==> src/hdl/dlcm_pkg.sv <==
// shared constants and types of the delay-locked clock manager
package dlcm_pkg;

    // ****************************************
    // timing
    // ****************************************
    localparam int unsigned CLK_PERIOD_PS = 8000;
    localparam int unsigned STOP_TIME_US  = 100;
    localparam int unsigned STOP_CYCLES   = STOP_TIME_US * 1000000 / CLK_PERIOD_PS;
    localparam int unsigned LOCK_LOSS_SRC = 4;
    localparam int unsigned LOCK_COUNT    = 4;

    // ****************************************
    // register map, byte offsets
    // ****************************************
    localparam logic [7:0] OFS_CTRL   = 8'h00;
    localparam logic [7:0] OFS_STATUS = 8'h04;
    localparam logic [7:0] OFS_IRQ_ST = 8'h08;
    localparam logic [7:0] OFS_IRQ_CL = 8'h0C;
    localparam logic [7:0] OFS_IRQ_EN = 8'h10;
    localparam logic [7:0] OFS_PERIOD = 8'h14;

    // ctrl fields
    localparam int unsigned CTRL_DCC  = 0;
    localparam int unsigned CTRL_WAIT = 1;
    localparam int unsigned CTRL_RST  = 2;
    localparam int unsigned CTRL_SEL  = 4;
    localparam int unsigned SEL_W     = 3;
    localparam logic [7:0] CTRL_RESET = 8'h11;

    // status fields
    localparam int unsigned STAT_LOCK = 0;
    localparam int unsigned STAT_ST   = 1;
    localparam int unsigned STAT_TAP  = 8;

    // interrupt events
    localparam int unsigned IRQ_N    = 4;
    localparam int unsigned IRQ_LOCK = 0;
    localparam int unsigned IRQ_LOSS = 1;
    localparam int unsigned IRQ_STOP = 2;
    localparam int unsigned IRQ_LONG = 3;

    // ****************************************
    // types
    // ****************************************
    typedef enum logic [2:0] {
        ST_IDLE = 3'b001,
        ST_SEEK = 3'b010,
        ST_LOCK = 3'b100
    } dlcm_state_type;

    typedef struct packed {
        logic        rise;
        logic        stall;
        logic        overlong;
        logic [15:0] period;
    } dlcm_edge_type;

    // divide ratio times two: 1.5 2 2.5 3 4 5 8 16
    function automatic logic [5:0] dlcm_ratio2(input logic [2:0] sel);
        logic [5:0] r;
        r = 6'h02;
        case (sel)
            3'h0: r = 6'h03;
            3'h1: r = 6'h04;
            3'h2: r = 6'h05;
            3'h3: r = 6'h06;
            3'h4: r = 6'h08;
            3'h5: r = 6'h0A;
            3'h6: r = 6'h10;
            default: r = 6'h20;
        endcase
        return r;
    endfunction

endpackage

==> src/hdl/dlcm_period_meter.sv <==
// edge detector and period counter for one sampled clock pin
`timescale 1ns/1ps
`default_nettype none
module dlcm_period_meter #(
    parameter int unsigned STOP = dlcm_pkg::STOP_CYCLES
) (
    // clock and reset
    input  wire logic             clk_i,
    input  wire logic             reset_i,
    input  wire logic             clear_i,
    // sampled pin
    input  wire logic             level_i,
    // edge, stall and period
    output var dlcm_pkg::dlcm_edge_type edge_o
);
    initial
    begin
        if (STOP < 4 || STOP > 32'h0000_FFFF)
            $error("dlcm_period_meter: STOP out of range");
    end

    logic        prev_r;
    logic [15:0] cnt_r;
    logic [15:0] per_r;
    logic        rise;

    assign rise = level_i & ~prev_r;

    always_ff @(posedge clk_i)
    begin
        if (reset_i)
            prev_r <= 1'b0;
        else
            prev_r <= level_i;
    end

    // counter saturates so a long stop cannot wrap into a fake period
    always_ff @(posedge clk_i)
    begin
        if (reset_i || clear_i)
        begin
            cnt_r <= 16'h0000;
            per_r <= 16'h0000;
        end
        else if (rise)
        begin
            cnt_r <= 16'h0001;
            per_r <= cnt_r;
        end
        else if (cnt_r != 16'hFFFF)
            cnt_r <= cnt_r + 16'h0001;
    end

    assign edge_o.rise     = rise;
    assign edge_o.stall    = (per_r != 16'h0000) && ({1'b0, cnt_r} > {per_r, 1'b0});
    assign edge_o.overlong = (per_r != 16'h0000) && (32'(cnt_r) >= STOP);
    assign edge_o.period   = per_r;
endmodule
`default_nettype wire

==> src/hdl/dlcm_delay_line.sv <==
// tapped delay line; delay is tap plus two clock cycles
`timescale 1ns/1ps
`default_nettype none
module dlcm_delay_line #(
    parameter int unsigned DEPTH = 64,
    parameter int unsigned TW    = $clog2(DEPTH)
) (
    // clock and reset
    input  wire logic          clk_i,
    input  wire logic          reset_i,
    input  wire logic          clear_i,
    // data and tap
    input  wire logic          d_i,
    input  wire logic [TW-1:0] tap_i,
    output logic               q_o
);
    initial
    begin
        if (DEPTH < 4 || DEPTH != (1 << TW))
            $error("dlcm_delay_line: DEPTH must be a power of two");
    end

    logic [DEPTH-1:0] line_r;

    // clearing flushes old edges, so a restart starts from an empty line
    always_ff @(posedge clk_i)
    begin
        if (reset_i || clear_i)
        begin
            line_r <= '0;
            q_o    <= 1'b0;
        end
        else
        begin
            line_r <= {line_r[DEPTH-2:0], d_i};
            q_o    <= line_r[tap_i];
        end
    end
endmodule
`default_nettype wire

==> src/hdl/dlcm_top.sv <==
// delay-locked clock manager: deskew, doubling, division, lock and registers
// Function
// RL1 - lock drops within four source cycles
// RL2 - loop reset active high, driven or tied
// RL3 - reset returns all taps to zero
// RL4 - user resets on frequency or config change
// RL5 - double clock; 1x 25/75 before lock
// RL6 - divided clock by eight ratios, 50/50
// RL7 - feedback only from aligned or double
// RL8 - startup hold defaults off, waits lock
// RL9 - source drift and jitter within limits
// RL10 - period jump needs a manual reset
// RL11 - short low stop keeps lock high
// RL12 - unsure stop needs a manual reset
// RL13 - outputs flush then refill after stop
// RL14 - phase shift passes, control untouched
// RL15 - users wait for lock before use
// RL16 - cascade: reset second loop, two max
// RL17 - aligned clock 50/50 unless correction off
// RL18 - configuration completion held until lock
// RL19 - lock only once feedback is aligned
`timescale 1ns/1ps
`default_nettype none
module dlcm_top #(
    parameter int unsigned DEPTH       = 64,
    parameter int unsigned STOP_CYCLES = dlcm_pkg::STOP_CYCLES
) (
    // clock and reset
    input  wire logic        clk_i,
    input  wire logic        reset_i,
    // clock pins and loop control
    input  wire logic        source_clock_in_i,
    input  wire logic        feedback_clock_in_i,
    input  wire logic        loop_reset_i,
    input  wire logic        config_done_i,
    // generated clocks and status
    output logic             aligned_clock_out_o,
    output logic             double_clock_out_o,
    output logic             divided_clock_out_o,
    output logic             locked_o,
    output logic             startup_release_o,
    output logic             irq_o,
    // avalon-mm slave
    input  wire logic [7:0]  avs_address_i,
    input  wire logic        avs_read_i,
    input  wire logic        avs_write_i,
    input  wire logic [31:0] avs_writedata_i,
    input  wire logic [3:0]  avs_byteenable_i,
    output logic [31:0]      avs_readdata_o,
    output logic             avs_waitrequest_o
);
    localparam int unsigned TW = $clog2(DEPTH);

    initial
    begin
        if (DEPTH < 4 || DEPTH > 256)
            $error("dlcm_top: DEPTH out of range");
    end

    // ****************************************
    // declarations
    // ****************************************
    dlcm_pkg::dlcm_edge_type  src_e;
    dlcm_pkg::dlcm_edge_type  fb_e;
    dlcm_pkg::dlcm_state_type state_r;
    logic [7:0]               ctrl_r;
    logic [TW-1:0]            tap_r;
    logic [2:0]               align_r;
    logic                     loop_rst;
    logic                     dly;
    logic                     dly_q_r;
    logic                     drise;
    logic [15:0]              ph_r;
    logic [15:0]              per;
    logic [15:0]              quarter;
    logic                     run;
    logic [21:0]              div_half;
    logic [21:0]              div_cnt_r;
    logic                     aligned_fb;
    logic                     lock;
    logic [3:0]               irq_st_r;
    logic [3:0]               irq_en_r;
    logic [3:0]               irq_ev;
    logic                     stall_q_r;
    logic                     long_q_r;
    logic                     acc;

    // ****************************************
    // edge meters and delay line
    // ****************************************
    // a user loop reset is a pin; software adds its own reset bit
    assign loop_rst = loop_reset_i | ctrl_r[dlcm_pkg::CTRL_RST]; // RL2

    dlcm_period_meter #(.STOP(STOP_CYCLES)) u_src (
        .clk_i   (clk_i),
        .reset_i (reset_i),
        .clear_i (loop_rst),
        .level_i (source_clock_in_i),
        .edge_o  (src_e)
    );

    // feedback is trusted to be the aligned or double clock looped back
    dlcm_period_meter #(.STOP(STOP_CYCLES)) u_fb ( // RL7
        .clk_i   (clk_i),
        .reset_i (reset_i),
        .clear_i (loop_rst),
        .level_i (feedback_clock_in_i),
        .edge_o  (fb_e)
    );

    dlcm_delay_line #(.DEPTH(DEPTH), .TW(TW)) u_line (
        .clk_i   (clk_i),
        .reset_i (reset_i),
        .clear_i (loop_rst),
        .d_i     (source_clock_in_i),
        .tap_i   (tap_r),
        .q_o     (dly)
    );

    // ****************************************
    // lock control
    // ****************************************
    assign aligned_fb = fb_e.rise & src_e.rise;
    assign lock       = (state_r == dlcm_pkg::ST_LOCK);
    assign locked_o   = state_r[2];

    always_ff @(posedge clk_i)
    begin
        if (reset_i || loop_rst)
            state_r <= dlcm_pkg::ST_IDLE; // RL1
        else
        begin
            case (state_r)
                dlcm_pkg::ST_IDLE:
                    state_r <= dlcm_pkg::ST_SEEK;
                dlcm_pkg::ST_SEEK:
                    if (aligned_fb && 32'(align_r) == dlcm_pkg::LOCK_COUNT - 1)
                        state_r <= dlcm_pkg::ST_LOCK; // RL19
                // a stop, jump or shift never unlocks; only a reset does
                dlcm_pkg::ST_LOCK:
                    state_r <= dlcm_pkg::ST_LOCK; // RL11 RL10 RL12
                default:
                    state_r <= dlcm_pkg::ST_IDLE;
            endcase
        end
    end

    // taps only move while seeking, so a phase shift just flows through
    always_ff @(posedge clk_i)
    begin
        if (reset_i || loop_rst)
        begin
            tap_r   <= '0; // RL3
            align_r <= 3'h0;
        end
        else if (state_r == dlcm_pkg::ST_SEEK && fb_e.rise)
        begin
            if (aligned_fb)
                align_r <= align_r + 3'h1; // RL19
            else
            begin
                align_r <= 3'h0;
                tap_r   <= tap_r + 1'b1; // RL14
            end
        end
    end

    // ****************************************
    // output clock shaping
    // ****************************************
    assign drise    = dly & ~dly_q_r;
    assign per      = src_e.period;
    assign quarter  = {2'b00, per[15:2]};
    assign run      = (ph_r < per);
    assign div_half = (22'(per) * 22'(dlcm_pkg::dlcm_ratio2(
                          ctrl_r[dlcm_pkg::CTRL_SEL +: dlcm_pkg::SEL_W]))) >> 2;

    // phase counter restarts on each delayed edge and dies out after a stop
    always_ff @(posedge clk_i)
    begin
        if (reset_i || loop_rst)
        begin
            dly_q_r <= 1'b0;
            ph_r    <= 16'hFFFF;
        end
        else
        begin
            dly_q_r <= dly;
            if (drise)
                ph_r <= 16'h0000;
            else if (ph_r != 16'hFFFF)
                ph_r <= ph_r + 16'h0001; // RL13
        end
    end

    always_ff @(posedge clk_i)
    begin
        if (reset_i || loop_rst)
            aligned_clock_out_o <= 1'b0;
        else if (ctrl_r[dlcm_pkg::CTRL_DCC])
            aligned_clock_out_o <= run && (ph_r < {1'b0, per[15:1]}); // RL17
        else
            aligned_clock_out_o <= dly;
    end

    // before lock: one high quarter per source period; after: two
    always_ff @(posedge clk_i)
    begin
        if (reset_i || loop_rst)
            double_clock_out_o <= 1'b0;
        else
            double_clock_out_o <= run && ((ph_r < quarter) || (lock // RL5
                && ph_r >= {quarter[14:0], 1'b0}
                && ph_r < quarter + {quarter[14:0], 1'b0}));
    end

    // half period of the divided clock is ratio times half a source period
    always_ff @(posedge clk_i)
    begin
        if (reset_i || loop_rst)
        begin
            div_cnt_r           <= 22'h00_0000;
            divided_clock_out_o <= 1'b0;
        end
        else if (run)
        begin
            if (div_cnt_r + 22'h00_0001 >= div_half)
            begin
                div_cnt_r           <= 22'h00_0000;
                divided_clock_out_o <= ~divided_clock_out_o; // RL6
            end
            else
                div_cnt_r <= div_cnt_r + 22'h00_0001;
        end
    end

    // ****************************************
    // startup hold
    // ****************************************
    always_ff @(posedge clk_i)
    begin
        if (reset_i)
            startup_release_o <= 1'b0;
        else
            startup_release_o <= config_done_i
                && (!ctrl_r[dlcm_pkg::CTRL_WAIT] || lock); // RL8 RL18
    end

    // ****************************************
    // avalon slave and registers
    // ****************************************
    // one wait cycle per access; the answer stands in the second cycle
    assign acc = (avs_read_i | avs_write_i) & ~avs_waitrequest_o;

    always_ff @(posedge clk_i)
    begin
        if (reset_i)
            avs_waitrequest_o <= 1'b1;
        else
            avs_waitrequest_o <= !((avs_read_i || avs_write_i) && avs_waitrequest_o);
    end

    always_ff @(posedge clk_i)
    begin
        if (reset_i)
            ctrl_r <= dlcm_pkg::CTRL_RESET; // RL8
        else if (acc && avs_write_i && avs_byteenable_i[0]
                 && avs_address_i == dlcm_pkg::OFS_CTRL)
            ctrl_r <= avs_writedata_i[7:0];
    end

    always_ff @(posedge clk_i)
    begin
        if (reset_i)
            irq_en_r <= 4'h0;
        else if (acc && avs_write_i && avs_byteenable_i[0]
                 && avs_address_i == dlcm_pkg::OFS_IRQ_EN)
            irq_en_r <= avs_writedata_i[3:0];
    end

    always_ff @(posedge clk_i)
    begin
        if (reset_i)
            avs_readdata_o <= 32'h0000_0000;
        else if (avs_read_i && avs_waitrequest_o)
        begin
            case (avs_address_i)
                dlcm_pkg::OFS_CTRL:   avs_readdata_o <= {24'h00_0000, ctrl_r};
                dlcm_pkg::OFS_STATUS: avs_readdata_o <= 32'({tap_r, 4'h0, state_r, lock});
                dlcm_pkg::OFS_IRQ_ST: avs_readdata_o <= {28'h000_0000, irq_st_r};
                dlcm_pkg::OFS_IRQ_EN: avs_readdata_o <= {28'h000_0000, irq_en_r};
                dlcm_pkg::OFS_PERIOD: avs_readdata_o <= {16'h0000, per};
                default:              avs_readdata_o <= 32'h0000_0000;
            endcase
        end
    end

    // ****************************************
    // interrupts
    // ****************************************
    always_ff @(posedge clk_i)
    begin
        if (reset_i)
        begin
            stall_q_r <= 1'b0;
            long_q_r  <= 1'b0;
        end
        else
        begin
            stall_q_r <= src_e.stall;
            long_q_r  <= src_e.overlong;
        end
    end

    assign irq_ev[dlcm_pkg::IRQ_LOCK] = aligned_fb && state_r == dlcm_pkg::ST_SEEK
                                        && 32'(align_r) == dlcm_pkg::LOCK_COUNT - 1;
    assign irq_ev[dlcm_pkg::IRQ_LOSS] = lock && loop_rst;
    assign irq_ev[dlcm_pkg::IRQ_STOP] = src_e.stall && !stall_q_r;
    assign irq_ev[dlcm_pkg::IRQ_LONG] = src_e.overlong && !long_q_r;

    // a new event beats a clear landing in the same cycle
    always_ff @(posedge clk_i)
    begin
        if (reset_i)
            irq_st_r <= 4'h0;
        else if (acc && avs_write_i && avs_byteenable_i[0]
                 && avs_address_i == dlcm_pkg::OFS_IRQ_CL)
            irq_st_r <= (irq_st_r & ~avs_writedata_i[3:0]) | irq_ev;
        else
            irq_st_r <= irq_st_r | irq_ev;
    end

    always_ff @(posedge clk_i)
    begin
        if (reset_i)
            irq_o <= 1'b0;
        else
            irq_o <= |((irq_st_r | irq_ev) & irq_en_r);
    end
endmodule
`default_nettype wire

==> config.mk <==
export PLATFORM = sky130hd
export DESIGN_NAME = dlcm_top
export DESIGN_NICKNAME = d
export VERILOG_FILES = /design/src/hdl/dlcm_pkg.sv /design/src/hdl/dlcm_period_meter.sv /design/src/hdl/dlcm_delay_line.sv /design/src/hdl/dlcm_top.sv
export SDC_FILE = /design/constraint.sdc
export NUM_CORES = 1
export LEC_CHECK = 0
export ABC_AREA = 1
export BUFFER_PORTS_ARGS = -buffer_cell sky130_fd_sc_hd__buf_4
export CORE_UTILIZATION = 56
export DETAILED_ROUTE_END_ITERATION = 6
export PLACE_DENSITY = 0.77
export SYNTH_ARGS = -nofsm -noshare
export SYNTH_HDL_FRONTEND = slang
export SYNTH_SLANG_ARGS = --single-unit
==> constraint.sdc <==
create_clock -name clk_i -period 5.2 [get_ports clk_i]
set_input_delay 1.04 -clock clk_i [delete_from_list [all_inputs] [get_ports clk_i]]
set_output_delay 1.04 -clock clk_i [all_outputs]
set_load 0.03 [all_outputs]
## Word level (Yosys, flattened, before mapping)

Cells that the tools add are included.

- Register bits after elaboration: 206
- Bits in latches: 0
- Bits in writable memories: 0
- ROM bits: 0
- Input bits: 52
- Output and inout port bits: 39
- Word-level logic and storage cells: 129
- Memories kept: 0

- $add $sub $neg: 6
- Multiply operators: 1
- Divide/modulo/power cells: 0
- Magnitude comparators: 9
- Eq/ne operators: 18
- Shifts and indexed selects: 0
- Muxes and demuxes: 14
- Bitwise gates (word level): 18
- Reduce and logical (&&, ||, !) cells: 38

Operators with widths:

| operator | count |
|---|---|
| 16-bit case mux with 5 select lines | 1 |
| 6-bit case mux with 7 select lines | 1 |
| 16-bit by 1-bit adder with 16-bit output (second input constant) | 2 |
| 16-bit < comparator | 2 |
| 16-bit 2-to-1 mux | 2 |
| 16-bit inequality test (second input constant) | 2 |
| 22-bit by 1-bit adder with 22-bit output (second input constant) | 1 |
| 22-bit by 20-bit greater-or-equal comparator with 1-bit output | 1 |
| 16-bit by 6-bit multiplier with 22-bit output | 1 |
| 22-bit 2-to-1 mux | 1 |
| 1-bit logical AND | 21 |
| 16-bit by 17-bit > comparator with 1-bit output | 1 |
| 14-bit by 15-bit adder with 16-bit output | 1 |
| 8-bit by 4-bit equality test with 1-bit output (second input constant) | 2 |
| 8-bit by 5-bit equality test with 1-bit output (second input constant) | 2 |
| 16-bit by 14-bit greater-or-equal comparator with 1-bit output (second input constant) | 1 |
| 16-bit by 15-bit greater-or-equal comparator with 1-bit output | 1 |
| 16-bit by 14-bit < comparator with 1-bit output | 1 |
| 16-bit by 15-bit < comparator with 1-bit output | 1 |
| 16-bit nonzero test | 1 |
| 3-bit by 2-bit equality test with 1-bit output (second input constant) | 4 |
| 3-bit equality test (second input constant) | 4 |
| 3-bit case mux with 3 select lines | 1 |
| 4-bit AND | 2 |
| 23 further kinds | 47 |

## Depth between registers and ports, before layout

- Word-level depth: 8
- Mapped depth: 35
- Mapped depth without buffers: 34

## By module

From an unflattened synthesis, not the netlist that was laid out.

- Cell total of the unflattened synthesis: 2,303
- Area, all modules: 16,193.0 sq um

By module, submodules not included:

| module | instances | cells an instance | area an instance (sq um) | sequential area each (sq um) |
|---|---|---|---|---|
| dlcm_top | 1 | 1,367 | 9,649.3 | 1,821.7 |
| dlcm_period_meter | 2 | 293 | 1,968.1 | 660.6 |
| dlcm_delay_line | 1 | 350 | 2,607.5 | 1,301.2 |

## Worst setup path after synthesis

OpenSTA, ideal clock, no wires.

- Kind: reg-to-reg
- Start: reg ctrl_r[5]
- End: reg div_cnt_r[15]
- Setup time: 0.119 ns
- Arrival time: 5.254 ns
- Required time: 5.081 ns
- Setup slack: -0.172 ns
- Stages on the path, launching flop included: 34
- Buffers on the path: 2
- Period minus slack after synthesis: 5.372 ns
- Cell sequence: dfxtp_1 inv_1 nor3_1 inv_1 clkbuf_1 nor2_1 fa_1 fa_1 inv_1 fa_1 inv_1 ha_1 a21oi_1 o21ai_0 a21oi_1 o21ai_0 nand3_1 nand2_1 xnor2_1 ha_1 nand2_1 nor2_1 nand2_1 nor2_1 nand2_1 nand2_1 nand2_1 nand2_1 nand2_1 nand2_2 nand2_2 nand2_4 buf_6 nor2_2

- Cells in the longest elaborated chain, start to end: 5
- Elaborated cells between the ends (all ways): 11
- Classes of those cells: mul (1); order compare (1); eq/ne (6); mux (2); reduce/logical (1)

RTL lines:

| item | RTL line | text |
|---|---|---|
| from (decl) | dlcm_top.sv:66 | `logic [7:0] ctrl_r;` |
| from (signal assigned) | dlcm_top.sv:266 | `ctrl_r <= dlcm_pkg::CTRL_RESET;` |
| from (signal assigned) | dlcm_top.sv:269 | `ctrl_r <= avs_writedata_i[7:0];` |
| 3-bit equality test (tied with other cells) | dlcm_pkg.sv:63 | `case (sel)` |
| 6-bit case mux with 7 select lines (*) | dlcm_pkg.sv:63 |  |
| 16-bit by 6-bit multiplier with 22-bit output (*) | dlcm_top.sv:175 | `assign div_half = (22'(per) * 22'(dlcm_pkg::dlcm_ratio2(` |
| 22-bit by 20-bit greater-or-equal comparator with 1-bit output (*) | dlcm_top.sv:227 | `if (div_cnt_r + 22'h00_0001 >= div_half)` |
| 22-bit 2-to-1 mux (*) | dlcm_top.sv:227 |  |
| to (signal assigned) | dlcm_top.sv:233 | `div_cnt_r <= div_cnt_r + 22'h00_0001;` |
| to (decl) | dlcm_top.sv:78 | `logic [21:0] div_cnt_r;` |

Every way passes the cells marked *; elsewhere a longest branch is shown, timed or not.
A chain may end at the register's enable or synchronous reset.

## Final worst setup path

- Start: reg ctrl_r[4]
- End: reg div_cnt_r[16]

The elaborated chain is that of the path after synthesis.

==> flow_metrics.env <==
export IMPL_status="complete, but fails checks"
export IMPL_violations="negative setup slack"
export IMPL_vias=13390
export IMPL_dp_cells=2381
export IMPL_synth_distinct_cells=51
export IMPL_start_util_pct=57.31
export IMPL_die_y_um=160.2
export IMPL_fp_dieW_um=160.2
export IMPL_drc_errors=0
export IMPL_crit_type="register to register"
export IMPL_netlist_instances=1955
export IMPL_ioPinCount=91
export IMPL_fmax_ghz=0.1908
export IMPL_coreArea_um2=24460
export IMPL_rows=57
export IMPL_grt_pass1_vias=12990
export IMPL_grt_pass1_wl_mm=61.79
export IMPL_portBuffers=47
export IMPL_power_density_nw_per_um2=297.6
export IMPL_gp_congestion=0.9410
export IMPL_yosysSeqAreaShare_pct=27.13
export IMPL_fin_crit_ns=5.242
export IMPL_syn_to_final_growth_pct=19.45
export IMPL_critPathRequiredTime_ns=5.58
export IMPL_maxCapViolCount=0
export IMPL_worst_setup_path_end_kind="register"
export IMPL_slowest_stage="fa_1"
export IMPL_ir_drop_uv=300.2
export IMPL_p_leak_nw=7.453
export IMPL_max_slew_margin_rel_pct=38.33
export IMPL_hold_slack_ns=0.4207
export IMPL_grt_start_max_net_pins=69
export IMPL_crit_path_max_incr_delay_ns=0.53
export IMPL_antenna_found_initial=0
export IMPL_cts_path_max_buffers=2
export IMPL_wl_per_cell_um=15.72
export IMPL_groute_usage_overall_pct=29.60
export IMPL_synth_ff_type="dfxtp_1"
export IMPL_hold_path_class="register to register"
export IMPL_clk_pin_slew_worst_paths_ns=0.08
export IMPL_vias_per_cell=5.509
export IMPL_start_kind="register"
export IMPL_fin_nets=2356
export IMPL_final_setup_tns_ns=-0.4565
export IMPL_drt_total_wl_mm=38.21
export IMPL_cts_buffers=17
export IMPL_cp_arrival_ns=5.62
export IMPL_clock_latency_ns=0.45
export IMPL_antenna_cells=0
export IMPL_netlist_area_um2=14020
export IMPL_cp_common_cell="nor2_4"
export IMPL_ys_ff_latch=190
export IMPL_synth_edf_count=0
export IMPL_finalCritPeriodShare_pct=100.8
export IMPL_rsz0062_at_grt="yes"
export IMPL_cts_tree="yes"
export IMPL_htreeDepth=4
export IMPL_maxSlewViolCount=0
export IMPL_ys_async_sr_fraction_pct=0
export IMPL_die_area_um2=25670
export IMPL_clockRootBuffer="clkbuf_16"
export IMPL_postSynthAreaPerCell_um2=7.171
export IMPL_grt_ovfl_total=0
export IMPL_drt_first_pass_iters=6
export IMPL_place_hpwl_mm=27.83
export IMPL_skew_ns=0.03561
export IMPL_hold_viol=0
export IMPL_layout_setup_ws_ns=-0.04183
export IMPL_cp_max_fo=9
export IMPL_ctsHoldBuffers=0
export IMPL_cts_sinks=190
export IMPL_setup_viol=20
export IMPL_antenna_left=0
export IMPL_drive_gt1_share_pct=17.13
export IMPL_yosys_warnings=0
export IMPL_instances_no_fill=2431
export IMPL_worst_pin_slew_ns=0.9237
export IMPL_drt_iter0_drc=895
==> cell usage in the layout, fill, tap and decap left out, types with 12 or more instances in the layout <==
master	instances
nand2_1	302
conb_1	16
buf_4	155
clkbuf_16	17
nor2_1	213
nand3_1	80
nand4_1	23
inv_1	286
dfxtp_1	187
inv_2	12
xnor2_1	15
nand2_2	18
o22ai_1	18
xor2_1	35
nor2_2	42
a21oi_1	147
ha_4	16
fa_1	55
nor2_4	23
ha_1	135
o21ai_0	128
nor3_1	32
==> sequential cells by signal, summed over array words and instances (netlist names), 3 cells and up <==
signal          flops
ph_r               16
avs_readdata_o     16
align_r             3
irq_st_r            4
tap_r               6
irq_en_r            4
u_src.per_r        16
ctrl_r              8
u_src.cnt_r        16
u_line.line_r      64
div_cnt_r          22
state_r             3
==> final timing paths <==
path	from	endpoint	slack, ns	depth (start not counted)
max reg2reg	ctrl_r[4]	div_cnt_r[16]	-0.04	32
max	ctrl_r[4]	div_cnt_r[16]	-0.04	32
min	u_line.line_r[24]	u_line.line_r[25]	0.42	2
min reg2reg	u_line.line_r[24]	u_line.line_r[25]	0.42	2
==> cell type report <==
type | instances | area, um^2
clock buffer | 17 | 425.4
clock inverter | 14 | 147.6
fill | 2011 | 7717
inverter | 309 | 1165
multi-input combinational | 1413 | 9520
sequential | 190 | 3812
tap | 324 | 405.4
timing repair buffer | 164 | 1269
==> cell families (layout without fill, tap and decap cells) <==
group / Yosys count / count (layout) / synth area share (%)
simple gates: 769 / 771 / 23.30
buf+inv: 369 / 504 / 10.40
compound gates: 366 / 366 / 14.20
fa+ha+maj: 209 / 209 / 21.76
flops: 190 / 190 / 27.13
xor+xnor: 51 / 51 / 3.186
other cells: 1 / 16 / 0.02675
==> cells in the mapped netlist (6+ instances only) <==
| master | n | share of area [%] |
|---|---|---|
| nor2_2 | 15 | 0.67 |
| nor2_1 | 260 | 7.0 |
| buf_1 | 7 | 0.19 |
| nand4_1 | 23 | 1.0 |
| fa_1 | 58 | 8.3 |
| nand2_1 | 319 | 8.5 |
| nand3_1 | 83 | 3.0 |
| ha_1 | 151 | 13 |
| a21oi_1 | 160 | 5.7 |
| dfxtp_1 | 190 | 27 |
| o22ai_1 | 18 | 0.80 |
| a211oi_1 | 7 | 0.37 |
| nand3b_1 | 8 | 0.43 |
| clkinv_1 | 10 | 0.27 |
| nand2_2 | 6 | 0.27 |
| a31oi_1 | 7 | 0.31 |
| buf_4 | 16 | 0.86 |
| xnor2_1 | 15 | 0.94 |
| inv_1 | 298 | 8.0 |
| nor3_1 | 35 | 1.2 |
| clkbuf_1 | 32 | 0.86 |
| xor2_1 | 36 | 2.2 |
| o21ai_0 | 136 | 4.9 |
| o211ai_1 | 10 | 0.54 |
==> power by group <==
group	switching, W	total, W	internal [W]
clock network	0.000666	0.00131	0.000641
logic	0.00118	0.00193	0.000755
registers	0.000191	0.00174	0.00155
total	0.00204	0.00498	0.00295
==> through the flow <==
stage	total power [W]	utilization [%]	instance area [um^2]	worst slack (ns)
2_1_floorplan	0.002972	-	14110	0.009190
3_3_place_gp	0.003332	62.61	15310	-0.2616
3_5_place_dp	0.003418	62.61	15310	-0.3431
4_1_cts	0.004827	66.58	16290	0.00002531
5_1_grt	0.005321	68.45	16740	-0.2924
6_report	0.004982	68.45	16740	-0.04183
==> routing by layer <==
metal	share of wire (%)	vias up	global-route usage, %
met4	3.5	0	11.65
met5	0	-	0
met2	48	488	50.93
met1	43	6227	37.14
met3	5.9	95	4.442
li1	-	6582	-
==> worst max-delay path: cells and delay by family, from the launching register on <==
family / cells / cell delay (ns)
fa+ha+maj: 5 / 2.09
xor+xnor: 1 / 0.16
simple gates: 15 / 1.51
buf+inv: 7 / 0.67
flops: 1 / 0.42
compound gates: 4 / 0.32
==> repair_timing <==
item	CTS	global route
pin swaps	15	79
buffers inserted	9	10
setup endpoints to repair	21	21
resized for setup	66	107
cloned	2	0
(Power assumes the default switching activity.)
